File: src/rtl/cmp_pkg.sv
// Purpose: shared constants for the four-channel comparator interrupt block
// Assumes: 32-bit apb data, one register per aligned word
// Notes: register offsets and the interrupt register pair are local choices
package cmp_pkg;
	localparam int NCH = 4;
	localparam int ADDR_W = 12;
	// register byte offsets
	localparam logic [11:0] OFF_STATUS = 12'h000;
	localparam logic [11:0] OFF_CONTROL = 12'h004;
	localparam logic [11:0] OFF_IRQ_STATUS = 12'h008;
	localparam logic [11:0] OFF_IRQ_MASK = 12'h00C;
	// comparator_control fields
	localparam int CTRL_ENABLE_BIT = 0;
	localparam int CTRL_IRQ_EN_LSB = 1;
	localparam int CTRL_POL0_BIT = 5;
	localparam int CTRL_POL1_BIT = 6;
	localparam int CTRL_POL23_BIT = 7;
	// comparator_result_flags fields
	localparam int STAT_LIVE_LSB = 0;
	localparam int STAT_FLAG_LSB = 4;
	// reset values
	localparam logic [7:0] CTRL_RESET = 8'h00;
	localparam logic [3:0] FLAG_RESET = 4'h0;
	localparam logic [3:0] PEND_RESET = 4'h0;
	localparam logic [3:0] MASK_RESET = 4'h0;
	// default slot of the combined interrupt in the high-priority irq register
	localparam int HIGH_PRIO_IRQ_POS = 2;
endpackage : cmp_pkg

File: src/rtl/chan_if.sv
// Purpose: carries comparator channel state between core and synchroniser
// Assumes: single clock domain
// Notes: live, rise and fall are registered in the synchroniser
`timescale 1ns/1ps
interface chan_if #(parameter int N = 4);
	logic enable;
	logic [N-1:0] live;
	logic [N-1:0] rise;
	logic [N-1:0] fall;
	modport core (output enable, input live, input rise, input fall);
	modport chan (input enable, output live, output rise, output fall);
endinterface : chan_if

File: src/rtl/chan_sync.sv
// Purpose: synchronise comparator outputs and detect their edges
// Assumes: comparator outputs are asynchronous to clk
// Notes: edges are reported one cycle, and only while the block is enabled
`timescale 1ns/1ps
module chan_sync #(
	parameter int N = 4
) (
	// clock and reset
	input wire logic clk,
	input wire logic nrst,
	// raw comparator outputs
	input wire logic [N-1:0] raw,
	// towards the core
	chan_if.chan ch
);
	typedef struct packed {
		logic [N-1:0] s1;
		logic [N-1:0] s2;
		logic [N-1:0] prev;
		logic [N-1:0] live;
		logic [N-1:0] rise;
		logic [N-1:0] fall;
	} sync_t;

	sync_t r;
	sync_t n;

	always_comb
	begin
		n = r;
		n.s1 = raw;
		n.s2 = r.s1;
		// prev tracks even while off, so enabling does not fake an edge
		n.prev = r.s2;
		if (ch.enable)
		begin
			n.live = r.s2;
			n.rise = r.s2 & ~r.prev;
			n.fall = ~r.s2 & r.prev;
		end
		else
		begin
			// switched off: nothing compared, nothing reported
			n.live = '0;
			n.rise = '0;
			n.fall = '0;
		end
	end

	always_ff @(posedge clk or negedge nrst)
	begin
		if (!nrst)
			r <= '0;
		else
			r <= n;
	end

	assign ch.live = r.live;
	assign ch.rise = r.rise;
	assign ch.fall = r.fall;

	a_sync_two_stage: assert property (@(posedge clk) disable iff (!nrst)
		ch.enable |=> ch.live == $past(raw, 3))
	else $error("live value does not follow the pin through the synchroniser");

	a_edge_vs_live: assert property (@(posedge clk) disable iff (!nrst)
		((ch.rise & ~ch.live) == '0) && ((ch.fall & ch.live) == '0))
	else $error("reported edge disagrees with live level");
endmodule : chan_sync

File: src/rtl/lp_comparator_irq.sv
// Purpose: register and interrupt logic for four low-power comparators
// Assumes: apb slave with 32-bit data, comparator outputs asynchronous
// Notes: every transfer completes with one wait-free access phase
//
// Summary of operation
// - four channels; status bits 3:0 read live
// - control bit 0 switches the block on
// - one interrupt output, OR of unmasked pending channel events
// - control bits 4:1 enable channel 3:0 events
// - bits 5, 6 pick edges of channels 0, 1
// - bit 7 picks edge of channels 2, 3
// - status bits 7:4 sticky, cleared by reading
// - interrupt feeds high-priority irq position 2
//
// Implementation choices: the APB register port and the address map.
`timescale 1ns/1ps
module lp_comparator_irq #(
	parameter int N = cmp_pkg::NCH
) (
	// clock and reset
	input wire logic CLK,
	input wire logic NRST,
	// apb slave
	input wire logic PSEL,
	input wire logic PENABLE,
	input wire logic PWRITE,
	input wire logic [11:0] PADDR,
	input wire logic [31:0] PWDATA,
	input wire logic [3:0] PSTRB,
	output logic [31:0] PRDATA,
	output logic PREADY,
	output logic PSLVERR,
	// comparator outputs
	input wire logic [N-1:0] CMP_OUT,
	// combined interrupt
	output logic IRQ
);
	typedef struct packed {
		logic [7:0] ctrl;
		logic [N-1:0] flag;
		logic [N-1:0] pend;
		logic [N-1:0] mask;
		logic [N-1:0] took;
		logic [31:0] rdata;
		logic ready;
		logic slverr;
		logic irq;
	} core_t;

	core_t r;
	core_t n;
	logic setup;
	logic access;
	logic wr_acc;
	logic rd_status;
	logic [3:0] pol;
	logic [N-1:0] ev;
	logic [N-1:0] rd_clear;
	logic [N-1:0] w1c;

	chan_if #(.N(N)) ch ();

	chan_sync #(.N(N)) u_sync (
		.clk(CLK),
		.nrst(NRST),
		.raw(CMP_OUT),
		.ch(ch)
	);

	assign ch.enable = r.ctrl[cmp_pkg::CTRL_ENABLE_BIT];

	// channels 2 and 3 share one polarity bit
	assign pol = {r.ctrl[cmp_pkg::CTRL_POL23_BIT],
		r.ctrl[cmp_pkg::CTRL_POL23_BIT],
		r.ctrl[cmp_pkg::CTRL_POL1_BIT],
		r.ctrl[cmp_pkg::CTRL_POL0_BIT]};

	for (genvar i = 0; i < N; i++)
	begin : g_event
		// a disabled channel raises no event; its live level still reads in status
		assign ev[i] = r.ctrl[cmp_pkg::CTRL_IRQ_EN_LSB + i]
			& (pol[i] ? ch.rise[i] : ch.fall[i]);
	end

	always_comb
	begin
		n = r;
		setup = PSEL && !PENABLE;
		access = PSEL && PENABLE && r.ready;
		wr_acc = access && PWRITE && PSTRB[0];
		rd_status = access && !PWRITE && (PADDR == cmp_pkg::OFF_STATUS);
		rd_clear = '0;
		w1c = '0;
		n.ready = setup;
		n.took = '0;
		if (setup)
		begin
			n.slverr = 1'b0;
			n.rdata = 32'h0000_0000;
			unique case (PADDR)
				cmp_pkg::OFF_STATUS:
				begin
					if (!PWRITE)
					begin
						n.rdata[cmp_pkg::STAT_LIVE_LSB +: N] = ch.live;
						n.rdata[cmp_pkg::STAT_FLAG_LSB +: N] = r.flag;
						// only flags actually returned may be cleared
						n.took = r.flag;
					end
				end
				cmp_pkg::OFF_CONTROL:
					n.rdata[7:0] = r.ctrl;
				cmp_pkg::OFF_IRQ_STATUS:
					n.rdata[N-1:0] = r.pend;
				cmp_pkg::OFF_IRQ_MASK:
					n.rdata[N-1:0] = r.mask;
				default:
					n.slverr = 1'b1;
			endcase
		end
		if (rd_status)
			rd_clear = r.took;
		if (wr_acc)
		begin
			unique case (PADDR)
				cmp_pkg::OFF_CONTROL:
					n.ctrl = PWDATA[7:0];
				cmp_pkg::OFF_IRQ_MASK:
					n.mask = PWDATA[N-1:0];
				cmp_pkg::OFF_IRQ_STATUS:
					w1c = PWDATA[N-1:0];
				default:
					w1c = '0;
			endcase
		end
		// set wins over clear in both sticky registers
		n.flag = (r.flag & ~rd_clear) | ev;
		n.pend = (r.pend & ~w1c) | ev;
		// combined line, wired to the high-priority slot cmp_pkg::HIGH_PRIO_IRQ_POS
		n.irq = |(n.pend & n.mask);
	end

	always_ff @(posedge CLK or negedge NRST)
	begin
		if (!NRST)
		begin
			r.ctrl <= cmp_pkg::CTRL_RESET;
			r.flag <= cmp_pkg::FLAG_RESET;
			r.pend <= cmp_pkg::PEND_RESET;
			r.mask <= cmp_pkg::MASK_RESET;
			r.took <= '0;
			r.rdata <= 32'h0000_0000;
			r.ready <= 1'b0;
			r.slverr <= 1'b0;
			r.irq <= 1'b0;
		end
		else
			r <= n;
	end

	assign PRDATA = r.rdata;
	assign PREADY = r.ready;
	assign PSLVERR = r.slverr;
	assign IRQ = r.irq;

	a_live_read_value: assert property (@(posedge CLK) disable iff (!NRST)
		(PSEL && !PENABLE && !PWRITE && PADDR == cmp_pkg::OFF_STATUS)
		|=> PRDATA[3:0] == $past(ch.live))
	else $error("status read did not return live comparator values");

	a_flag_read_clear: assert property (@(posedge CLK) disable iff (!NRST)
		(PSEL && PENABLE && PREADY && !PWRITE && PADDR == cmp_pkg::OFF_STATUS
		&& ev == '0) |=> (r.flag & $past(r.took)) == '0)
	else $error("returned flags not cleared by the status read");

	a_event_kept: assert property (@(posedge CLK) disable iff (!NRST)
		(|ev) |=> (r.flag & $past(ev)) == $past(ev))
	else $error("channel event lost");

	a_disabled_quiet: assert property (@(posedge CLK) disable iff (!NRST)
		!r.ctrl[cmp_pkg::CTRL_ENABLE_BIT]
		|=> (ch.live == '0) && (ch.rise == '0) && (ch.fall == '0))
	else $error("comparator activity while disabled");

	a_chan_gate: assert property (@(posedge CLK) disable iff (!NRST)
		(!r.ctrl[cmp_pkg::CTRL_IRQ_EN_LSB] && !r.flag[0]) |=> !r.flag[0])
	else $error("disabled channel 0 raised a flag");

	a_irq_follows: assert property (@(posedge CLK) disable iff (!NRST)
		((|(ev & r.mask)) && !(PSEL && PENABLE && PWRITE)) |=> IRQ)
	else $error("unmasked event did not raise the interrupt");

	a_pol_rise0: assert property (@(posedge CLK) disable iff (!NRST)
		(r.ctrl[cmp_pkg::CTRL_POL0_BIT] && r.ctrl[cmp_pkg::CTRL_IRQ_EN_LSB]
		&& ch.rise[0]) |=> r.flag[0])
	else $error("rising edge on channel 0 not flagged");

	a_pol_fall_ignored: assert property (@(posedge CLK) disable iff (!NRST)
		(r.ctrl[cmp_pkg::CTRL_POL1_BIT] && !r.flag[1] && !ch.rise[1])
		|=> !r.flag[1])
	else $error("channel 1 flagged on the wrong edge");

	a_pol_shared: assert property (@(posedge CLK) disable iff (!NRST)
		(!r.ctrl[cmp_pkg::CTRL_POL23_BIT] && r.ctrl[cmp_pkg::CTRL_IRQ_EN_LSB + 3]
		&& ch.fall[3]) |=> r.flag[3])
	else $error("falling edge on channel 3 not flagged");

	a_ready_one_cycle: assert property (@(posedge CLK) disable iff (!NRST)
		(PSEL && !PENABLE) |=> PREADY ##1 !PREADY)
	else $error("pready not a single cycle after setup");

	a_unmapped_error: assert property (@(posedge CLK) disable iff (!NRST)
		(PSEL && !PENABLE && PADDR[11:4] != 8'h00) |=> PSLVERR && PRDATA == '0)
	else $error("unmapped access not answered with an error");

	a_idle_no_ready: assert property (@(posedge CLK) disable iff (!NRST)
		!PSEL
		|=> !PREADY)
	else $error("pready raised without a setup phase");

	a_mapped_no_error: assert property (@(posedge CLK) disable iff (!NRST)
		(PSEL && !PENABLE && PADDR[11:4] == 8'h00 && PADDR[1:0] == 2'h0)
		|=> !PSLVERR)
	else $error("mapped register answered with an error");

	a_rdata_hold: assert property (@(posedge CLK) disable iff (!NRST)
		!(PSEL && !PENABLE)
		|=> $stable(PRDATA))
	else $error("read data moved outside a setup phase");

	a_rdata_ctrl: assert property (@(posedge CLK) disable iff (!NRST)
		(PSEL && !PENABLE && !PWRITE && PADDR == cmp_pkg::OFF_CONTROL)
		|=> PRDATA == {24'h00_0000, $past(r.ctrl)})
	else $error("control read returned a wrong value");

	a_rdata_flags: assert property (@(posedge CLK) disable iff (!NRST)
		(PSEL && !PENABLE && !PWRITE && PADDR == cmp_pkg::OFF_STATUS)
		|=> PRDATA[cmp_pkg::STAT_FLAG_LSB +: N] == $past(r.flag) && PRDATA[31:8] == 24'h00_0000)
	else $error("status read returned wrong flags");

	a_rdata_pend: assert property (@(posedge CLK) disable iff (!NRST)
		(PSEL && !PENABLE && !PWRITE && PADDR == cmp_pkg::OFF_IRQ_STATUS)
		|=> PRDATA[N-1:0] == $past(r.pend))
	else $error("pending read returned a wrong value");

	a_rdata_mask: assert property (@(posedge CLK) disable iff (!NRST)
		(PSEL && !PENABLE && !PWRITE && PADDR == cmp_pkg::OFF_IRQ_MASK)
		|=> PRDATA[N-1:0] == $past(r.mask))
	else $error("mask read returned a wrong value");

	// register writes land only in an acknowledged access phase
	a_ctrl_write_lands: assert property (@(posedge CLK) disable iff (!NRST)
		(PSEL && PENABLE && PREADY && PWRITE && PSTRB[0]
		&& PADDR == cmp_pkg::OFF_CONTROL) |=> r.ctrl == $past(PWDATA[7:0]))
	else $error("control write did not land");

	a_mask_write_lands: assert property (@(posedge CLK) disable iff (!NRST)
		(PSEL && PENABLE && PREADY && PWRITE && PSTRB[0]
		&& PADDR == cmp_pkg::OFF_IRQ_MASK) |=> r.mask == $past(PWDATA[N-1:0]))
	else $error("mask write did not land");

	a_strobe_ignored: assert property (@(posedge CLK) disable iff (!NRST)
		(PSEL && PENABLE && PREADY && PWRITE && !PSTRB[0])
		|=> $stable(r.ctrl) && $stable(r.mask))
	else $error("write without byte strobe changed a register");

	a_ctrl_hold: assert property (@(posedge CLK) disable iff (!NRST)
		!(PSEL && PENABLE && PREADY && PWRITE)
		|=> $stable(r.ctrl) && $stable(r.mask))
	else $error("register changed without a write");

	a_error_no_write: assert property (@(posedge CLK) disable iff (!NRST)
		(PSEL && PENABLE && PREADY && PWRITE && PSLVERR)
		|=> $stable(r.ctrl) && $stable(r.mask))
	else $error("unmapped write changed a register");

	a_status_write_ignored: assert property (@(posedge CLK) disable iff (!NRST)
		(PSEL && PENABLE && PREADY && PWRITE && PADDR == cmp_pkg::OFF_STATUS)
		|=> $stable(r.ctrl) && $stable(r.mask))
	else $error("status write changed a register");

	a_pend_w1c: assert property (@(posedge CLK) disable iff (!NRST)
		(PSEL && PENABLE && PREADY && PWRITE && PSTRB[0] && ev == '0
		&& PADDR == cmp_pkg::OFF_IRQ_STATUS) |=> (r.pend & $past(PWDATA[N-1:0])) == '0)
	else $error("pending bit not cleared by writing one");

	// sticky bits move only on events, reads and clears
	a_flag_hold: assert property (@(posedge CLK) disable iff (!NRST)
		!(PSEL && PENABLE && PREADY && !PWRITE && PADDR == cmp_pkg::OFF_STATUS)
		|=> (r.flag & $past(r.flag)) == $past(r.flag))
	else $error("flag cleared without a status read");

	a_flag_needs_event: assert property (@(posedge CLK) disable iff (!NRST)
		ev == '0
		|=> (r.flag & ~$past(r.flag)) == '0)
	else $error("flag set without a channel event");

	a_pend_needs_event: assert property (@(posedge CLK) disable iff (!NRST)
		ev == '0
		|=> (r.pend & ~$past(r.pend)) == '0)
	else $error("pending bit set without a channel event");

	a_event_pending: assert property (@(posedge CLK) disable iff (!NRST)
		(|ev)
		|=> (r.pend & $past(ev)) == $past(ev))
	else $error("channel event did not set its pending bit");

	a_took_cleared: assert property (@(posedge CLK) disable iff (!NRST)
		!(PSEL && !PENABLE)
		|=> r.took == '0)
	else $error("stale returned flags kept after the access");

	a_irq_cause: assert property (@(posedge CLK) disable iff (!NRST)
		IRQ
		|-> (|(r.pend & r.mask)))
	else $error("interrupt high with no unmasked pending bit");

	a_mask_blocks: assert property (@(posedge CLK) disable iff (!NRST)
		r.mask == '0
		|-> !IRQ)
	else $error("interrupt high with every channel masked");

	a_ev_gate_all: assert property (@(posedge CLK) disable iff (!NRST)
		(|ev)
		|-> (ev & ~r.ctrl[cmp_pkg::CTRL_IRQ_EN_LSB +: N]) == '0)
	else $error("event from a channel with its interrupt disabled");

	// one cycle of history is needed: edges already in flight when the block stops
	a_off_no_flag: assert property (@(posedge CLK) disable iff (!NRST)
		(!r.ctrl[cmp_pkg::CTRL_ENABLE_BIT] && !$past(r.ctrl[cmp_pkg::CTRL_ENABLE_BIT])
		&& r.flag == '0) |=> r.flag == '0)
	else $error("flag raised while the block is off");

	a_ch1_fall: assert property (@(posedge CLK) disable iff (!NRST)
		(!r.ctrl[cmp_pkg::CTRL_POL1_BIT] && r.ctrl[cmp_pkg::CTRL_IRQ_EN_LSB + 1]
		&& ch.fall[1]) |=> r.flag[1])
	else $error("falling edge on channel 1 not flagged");

	a_ch0_wrong_edge: assert property (@(posedge CLK) disable iff (!NRST)
		(!r.ctrl[cmp_pkg::CTRL_POL0_BIT] && !r.flag[0] && !ch.fall[0])
		|=> !r.flag[0])
	else $error("channel 0 flagged on the wrong edge");

	a_ch2_rise: assert property (@(posedge CLK) disable iff (!NRST)
		(r.ctrl[cmp_pkg::CTRL_POL23_BIT] && r.ctrl[cmp_pkg::CTRL_IRQ_EN_LSB + 2]
		&& ch.rise[2]) |=> r.flag[2])
	else $error("rising edge on channel 2 not flagged");

	a_ch2_wrong_edge: assert property (@(posedge CLK) disable iff (!NRST)
		(r.ctrl[cmp_pkg::CTRL_POL23_BIT] && !r.flag[2] && !ch.rise[2])
		|=> !r.flag[2])
	else $error("channel 2 flagged on the wrong edge");
endmodule : lp_comparator_irq

File: config.mk
export PLATFORM = sky130hd
export DESIGN_NAME = lp_comparator_irq
export DESIGN_NICKNAME = d
export VERILOG_FILES = /design/src/rtl/cmp_pkg.sv /design/src/rtl/chan_if.sv /design/src/rtl/chan_sync.sv /design/src/rtl/lp_comparator_irq.sv
export SDC_FILE = /design/constraint.sdc
export NUM_CORES = 1
export LEC_CHECK = 0
export BUFFER_PORTS_ARGS = -buffer_cell sky130_fd_sc_hd__buf_2
export CAP_MARGIN = 20
export CORE_MARGIN = 8
export CORE_UTILIZATION = 55
export CTS_BUF_LIST = sky130_fd_sc_hd__clkbuf_8
export DETAILED_ROUTE_END_ITERATION = 12
export PLACE_DENSITY = 0.93
export SLEW_MARGIN = 20
export SYNTH_ARGS = -nofsm -noshare
export SYNTH_HDL_FRONTEND = slang
export SYNTH_SLANG_ARGS = --single-unit
File: constraint.sdc
create_clock -name CLK -period 3.76 [get_ports CLK]
set_input_delay 0.188 -clock CLK [delete_from_list [all_inputs] [get_ports CLK]]
set_output_delay 0.188 -clock CLK [all_outputs]
set_load 0.02 [all_outputs]
Yosys cells after proc, flatten, opt, wreduce, memory -nomap -nowiden
Cells that the tools add are included.
{"block": "classes", "eq_ne": 3, "n_mux": 17, "bitwise": 15, "reduce_logical": 13}
{"cell": "$mux W36", "n": 1}
{"cell": "$mux W4", "n": 7}
{"cell": "$eq A12 B4 Y1 const B", "n": 2}
{"cell": "$and A4 B4 Y4", "n": 5}
{"cell": "$not A4 Y4", "n": 4}
{"cell": "$pmux W4 S4", "n": 1}
{"cell": "$eq A12 B3 Y1 const B", "n": 1}
{"cell": "$logic_not A12 Y1", "n": 1}
{"cell": "$mux W12", "n": 1}
{"cell": "$mux W8", "n": 1}
{"cell": "$or A4 B4 Y4", "n": 2}
{"cell": "$pmux W4 S2", "n": 1}
{"cell": "$reduce_or A4 Y1", "n": 2}
{"cell": "$logic_and A1 B1 Y1", "n": 7}
{"cell": "$mux W1", "n": 5}
{"cell": "$and A1 B1 Y1", "n": 4}
{"cell": "$logic_not A1 Y1", "n": 2}
{"cell": "$reduce_and A2 Y1", "n": 1}
{"block": "word_totals", "register_bits": 59, "out_inout_bits": 35}

Logic depth before layout (Yosys ltp)
{"block": "logic_depth", "ltp_word": 10, "depth_mapped": 6, "ltp_nobuf": 5}

Modules after synthesis
From an unflattened synthesis, not the netlist that was laid out.
{"block": "unflattened", "cells_unflattened": 224, "area_unflattened_um2": 2662.6}
{"module": "lp_comparator_irq", "n_inst": 1, "cells_each": 175, "area_per_inst_um2": 1858.0}
{"module": "chan_sync", "n_inst": 1, "cells_each": 49, "area_per_inst_um2": 804.5}

Least setup slack after synthesis
Ideal clock, no wire load.
{"block": "synth_timing", "path_kind": "flip-flop to flip-flop", "from": "register r, in the netlist PREADY", "to": "register r, in the netlist IRQ", "setup_ns": 0.138, "arrival_time_ns": 1.696, "t_required_ns": 3.622, "setup_slack_ns": 1.925, "path_stages_with_launch": 7, "path_buffers": 1, "period_less_slack_ns": 1.835, "path_cell_list": "dfrtp_1 > and3_1 > buf_2 > nand4_4 > o21ai_0 > a22oi_1 > or4_1"}
{"element": "from (decl)", "line": "lp_comparator_irq.sv:50", "source": "core_t r;"}
{"element": "from (signal assigned)", "line": "lp_comparator_irq.sv:158", "source": "r <= n;"}

==> results.cfg <==
[timing]
rsz0062_at_grt = no
min_clock_period_post_route_ns = 1.91
achievable-frequency_mhz = 524
actual_transition_at_the_worst_max_transition_pin_ns = 0.823
report.final.hold_viol_count = 0
share_of_the_cycle_needed_by_the_critical_path_after_routing_pct = 50.8
final_max_slew_viol_count = 0
finalSetupViolations = 0
timing.setup.tns_ns = 0
clock_skew_ns = 0.00484
slew-limit-headroom_pct = 45.2

[worst_setup_path]
worstPathArrival_ns = 2.10
timing_worst_setup_path_type = reg -> reg
crit_path_end_kind = register
cp_slowest_cell = sky130_fd_sc_hd__or4_1
crit_path_max_incr_delay_ns = 0.51
worstPathMaxFanout = 9
critical_path.cell_chain = and3_1, nand4_4, o21ai_0, a22oi_1, or4_1
type_of_element_launching_the_critical_path = register
setup.reg_to_reg.worst_slack_ns = 1.85
cp_data_required_time_ns = 3.95

[clocking]
cts_repair_resize_count = 0
clock_path_buffers = 2
clk_latency_ns = 0.32
root_buffer = sky130_fd_sc_hd__clkbuf_8
hold_buffers = 5
clock_tree.htree_level_count = 3
clk_transition_reported_paths_ns = 0.06
clkSinkCount = 59
post-cts-setup-buffer-count = 0
cts_made_buffers = 9
tritoncts = built

[synth]
synthArstFlopShare_pct = 100
postSynth.topFlopCell = sky130_fd_sc_hd__dfrtp_1
synth_enable_flop_cells = 0
synthesized_netlist_cell_count = 211
ys.warnings.count = 0
synth_cell_types = 30
synth.avg_cell_area_um2 = 12.1
seq_area_frac_synth_pct = 58.0
netlist_area_before_placement_mm2 = 0.00254
postSynthRegisterBits = 59

[placed_design]
globalplace.congestion = 0.854
sum_of_net_half_perimeters_after_detailed_placement_um = 3620
numPortBuffers = 40

[min_path]
type_of_the_worst_min_delay_path = in -> reg

[global_routing]
grt_start_max_net_pins = 40
grt_first_pass_wirelength_um = 8040
grt.total_usage_pct = 14.2
antenna_violations_before_repair = 0
grt.overflow.total = 0
vias_in_the_first_global_route = 1687

[layout]
layout.filler_cells = 345
most_common_library_cell_in_the_layout_ignoring_fill_and_taps = sky130_fd_sc_hd__dfrtp_1
area_growth_syn_to_layout_pct = 12.8
final_layout_size_suffix_gt1_share_pct = 29.8
antenna-diode-count = 0
design.final.nets = 311
final_cell_mix = 59 x sky130_fd_sc_hd__dfrtp_1, 40 x sky130_fd_sc_hd__buf_2, 28 x sky130_fd_sc_hd__nand2_1, 24 x sky130_fd_sc_hd__conb_1, 16 x sky130_fd_sc_hd__mux2_2
area.sequential_mm2 = 0.00148
multi_input_area_um2 = 887

[run]
maxCapViolCount = 0

[routing]
final_antenna_net_count = 0
wl_um = 4750
routed_wire_length_per_instance_um = 15.3
vias = 1652
drcViolationCount = 0
number_of_iterations_in_the_first_detailed_routing_pass = 5
viasPerCell = 5.33
detailedRoute.firstIterationViolations = 159

[floorplanning]
core.rowCount = 24
dieArea_mm2 = 0.00706
die_h_um = 84.0
initial_core_util_pct = 57.6
fp.coreArea_mm2 = 0.00441
number_of_placed_i_o_pins = 92
chipWidth_um = 84.0

[power_and_ir_drop]
vdd_drop_max_mv = 0.219
power_density_of_the_placed_cells_mw_per_mm2 = 426
power.total_mw = 1.22
p_leak_nw = 1.48

[run_status]
status = finished clean
-- worst paths after layout --
path | from | cells after the start | end
setup reg to reg | PREADY | 5 | IRQ
max in group asynchronous | NRST | 3 | u_sync.ch.live[0]
hold / removal | PWDATA[7] | 2 | pol[2]
hold reg to reg | u_sync.n[19] | 0 | u_sync.n[15]
setup / recovery | PREADY | 5 | IRQ
min in group asynchronous | NRST | 2 | PRDATA[0]
-- sequential cells by signal, indices dropped and copies added, names as in the netlist --
| register | flops |
|---|---|
| PREADY | 1 |
| r | 20 |
| PRDATA | 8 |
| u_sync.r | 4 |
| u_sync.ch.fall | 4 |
| u_sync.ch.live | 4 |
| u_sync.n | 8 |
| IRQ | 1 |
| u_sync.ch.rise | 4 |
| ch.enable | 1 |
| PSLVERR | 1 |
| pol | 3 |
-- critical path: cells and delay by family (launching register included) --
family	cells	cell delay [ns]
simple gates	3	1.05
compound gates	2	0.40
flops	1	0.33
-- stage by stage --
step	setup slack, ns	std cells	utilization [%]	area [um^2]	hold WS [ns]
3_5_place_dp	1.86	290	59.8	2640	0.297
4_1_cts	1.85	310	65.0	2870	0.0760
3_3_place_gp	1.90	290	59.8	2640	0.295
2_1_floorplan	1.93	234	-	2630	-0.108
5_1_grt	1.70	310	65.0	2870	0.0868
6_report	1.85	310	65.0	2870	0.0930
-- cells in the mapped netlist (all sizes together), types with 3 or more instances --
master / instances / area (um^2)
nor2: 3 / 13.8
and3: 4 / 26.3
a221o: 4 / 40.0
mux2: 16 / 180
buf: 35 / 255
nor2b: 6 / 37.5
a22oi: 4 / 30.0
and3b: 4 / 35.0
o21ai: 12 / 60.1
nand4: 8 / 65.1
and2: 10 / 62.6
a222oi: 4 / 40.0
nand2: 28 / 105
dfrtp: 59 / 1480
-- power breakdown --
group,total [mW],switching [mW],leakage (nW),internal (mW)
sequential,0.646,0.00309,0.754,0.642
combinational,0.0779,0.0547,0.630,0.0231
clock,0.500,0.215,0.0994,0.284
total,1.22,0.273,1.48,0.950
-- final cells by class --
type,count,share of cell area (%)
clock inverters,3,0.480
repair buffers,46,8.98
clock buffers,12,5.76
flip-flops and latches,59,51.5
multi-input cells,137,30.9
inverters,1,0.131
well taps,52,2.27
-- layer usage --
layer | part of all wire, % | track usage [%]
met1 | 40 | 16.0
met2 | 51 | 22.8
met3 | 8.0 | 5.86
met4 | 0.61 | 6.59
met5 | 0 | 0
-- logic make-up (layout without fill, tap and decap cells) --
logic type,count (synthesis),after routing,share of synthesized area (%)
buffers and inverters,38,62,10.5
and+or+nand+nor,71,71,16.9
other,1,24,0.147
muxes,16,16,7.08
AOI/OAI and AO/OA,26,26,7.33
DFF,59,59,58.0
Note: power is estimated with default switching activity, not from simulation.
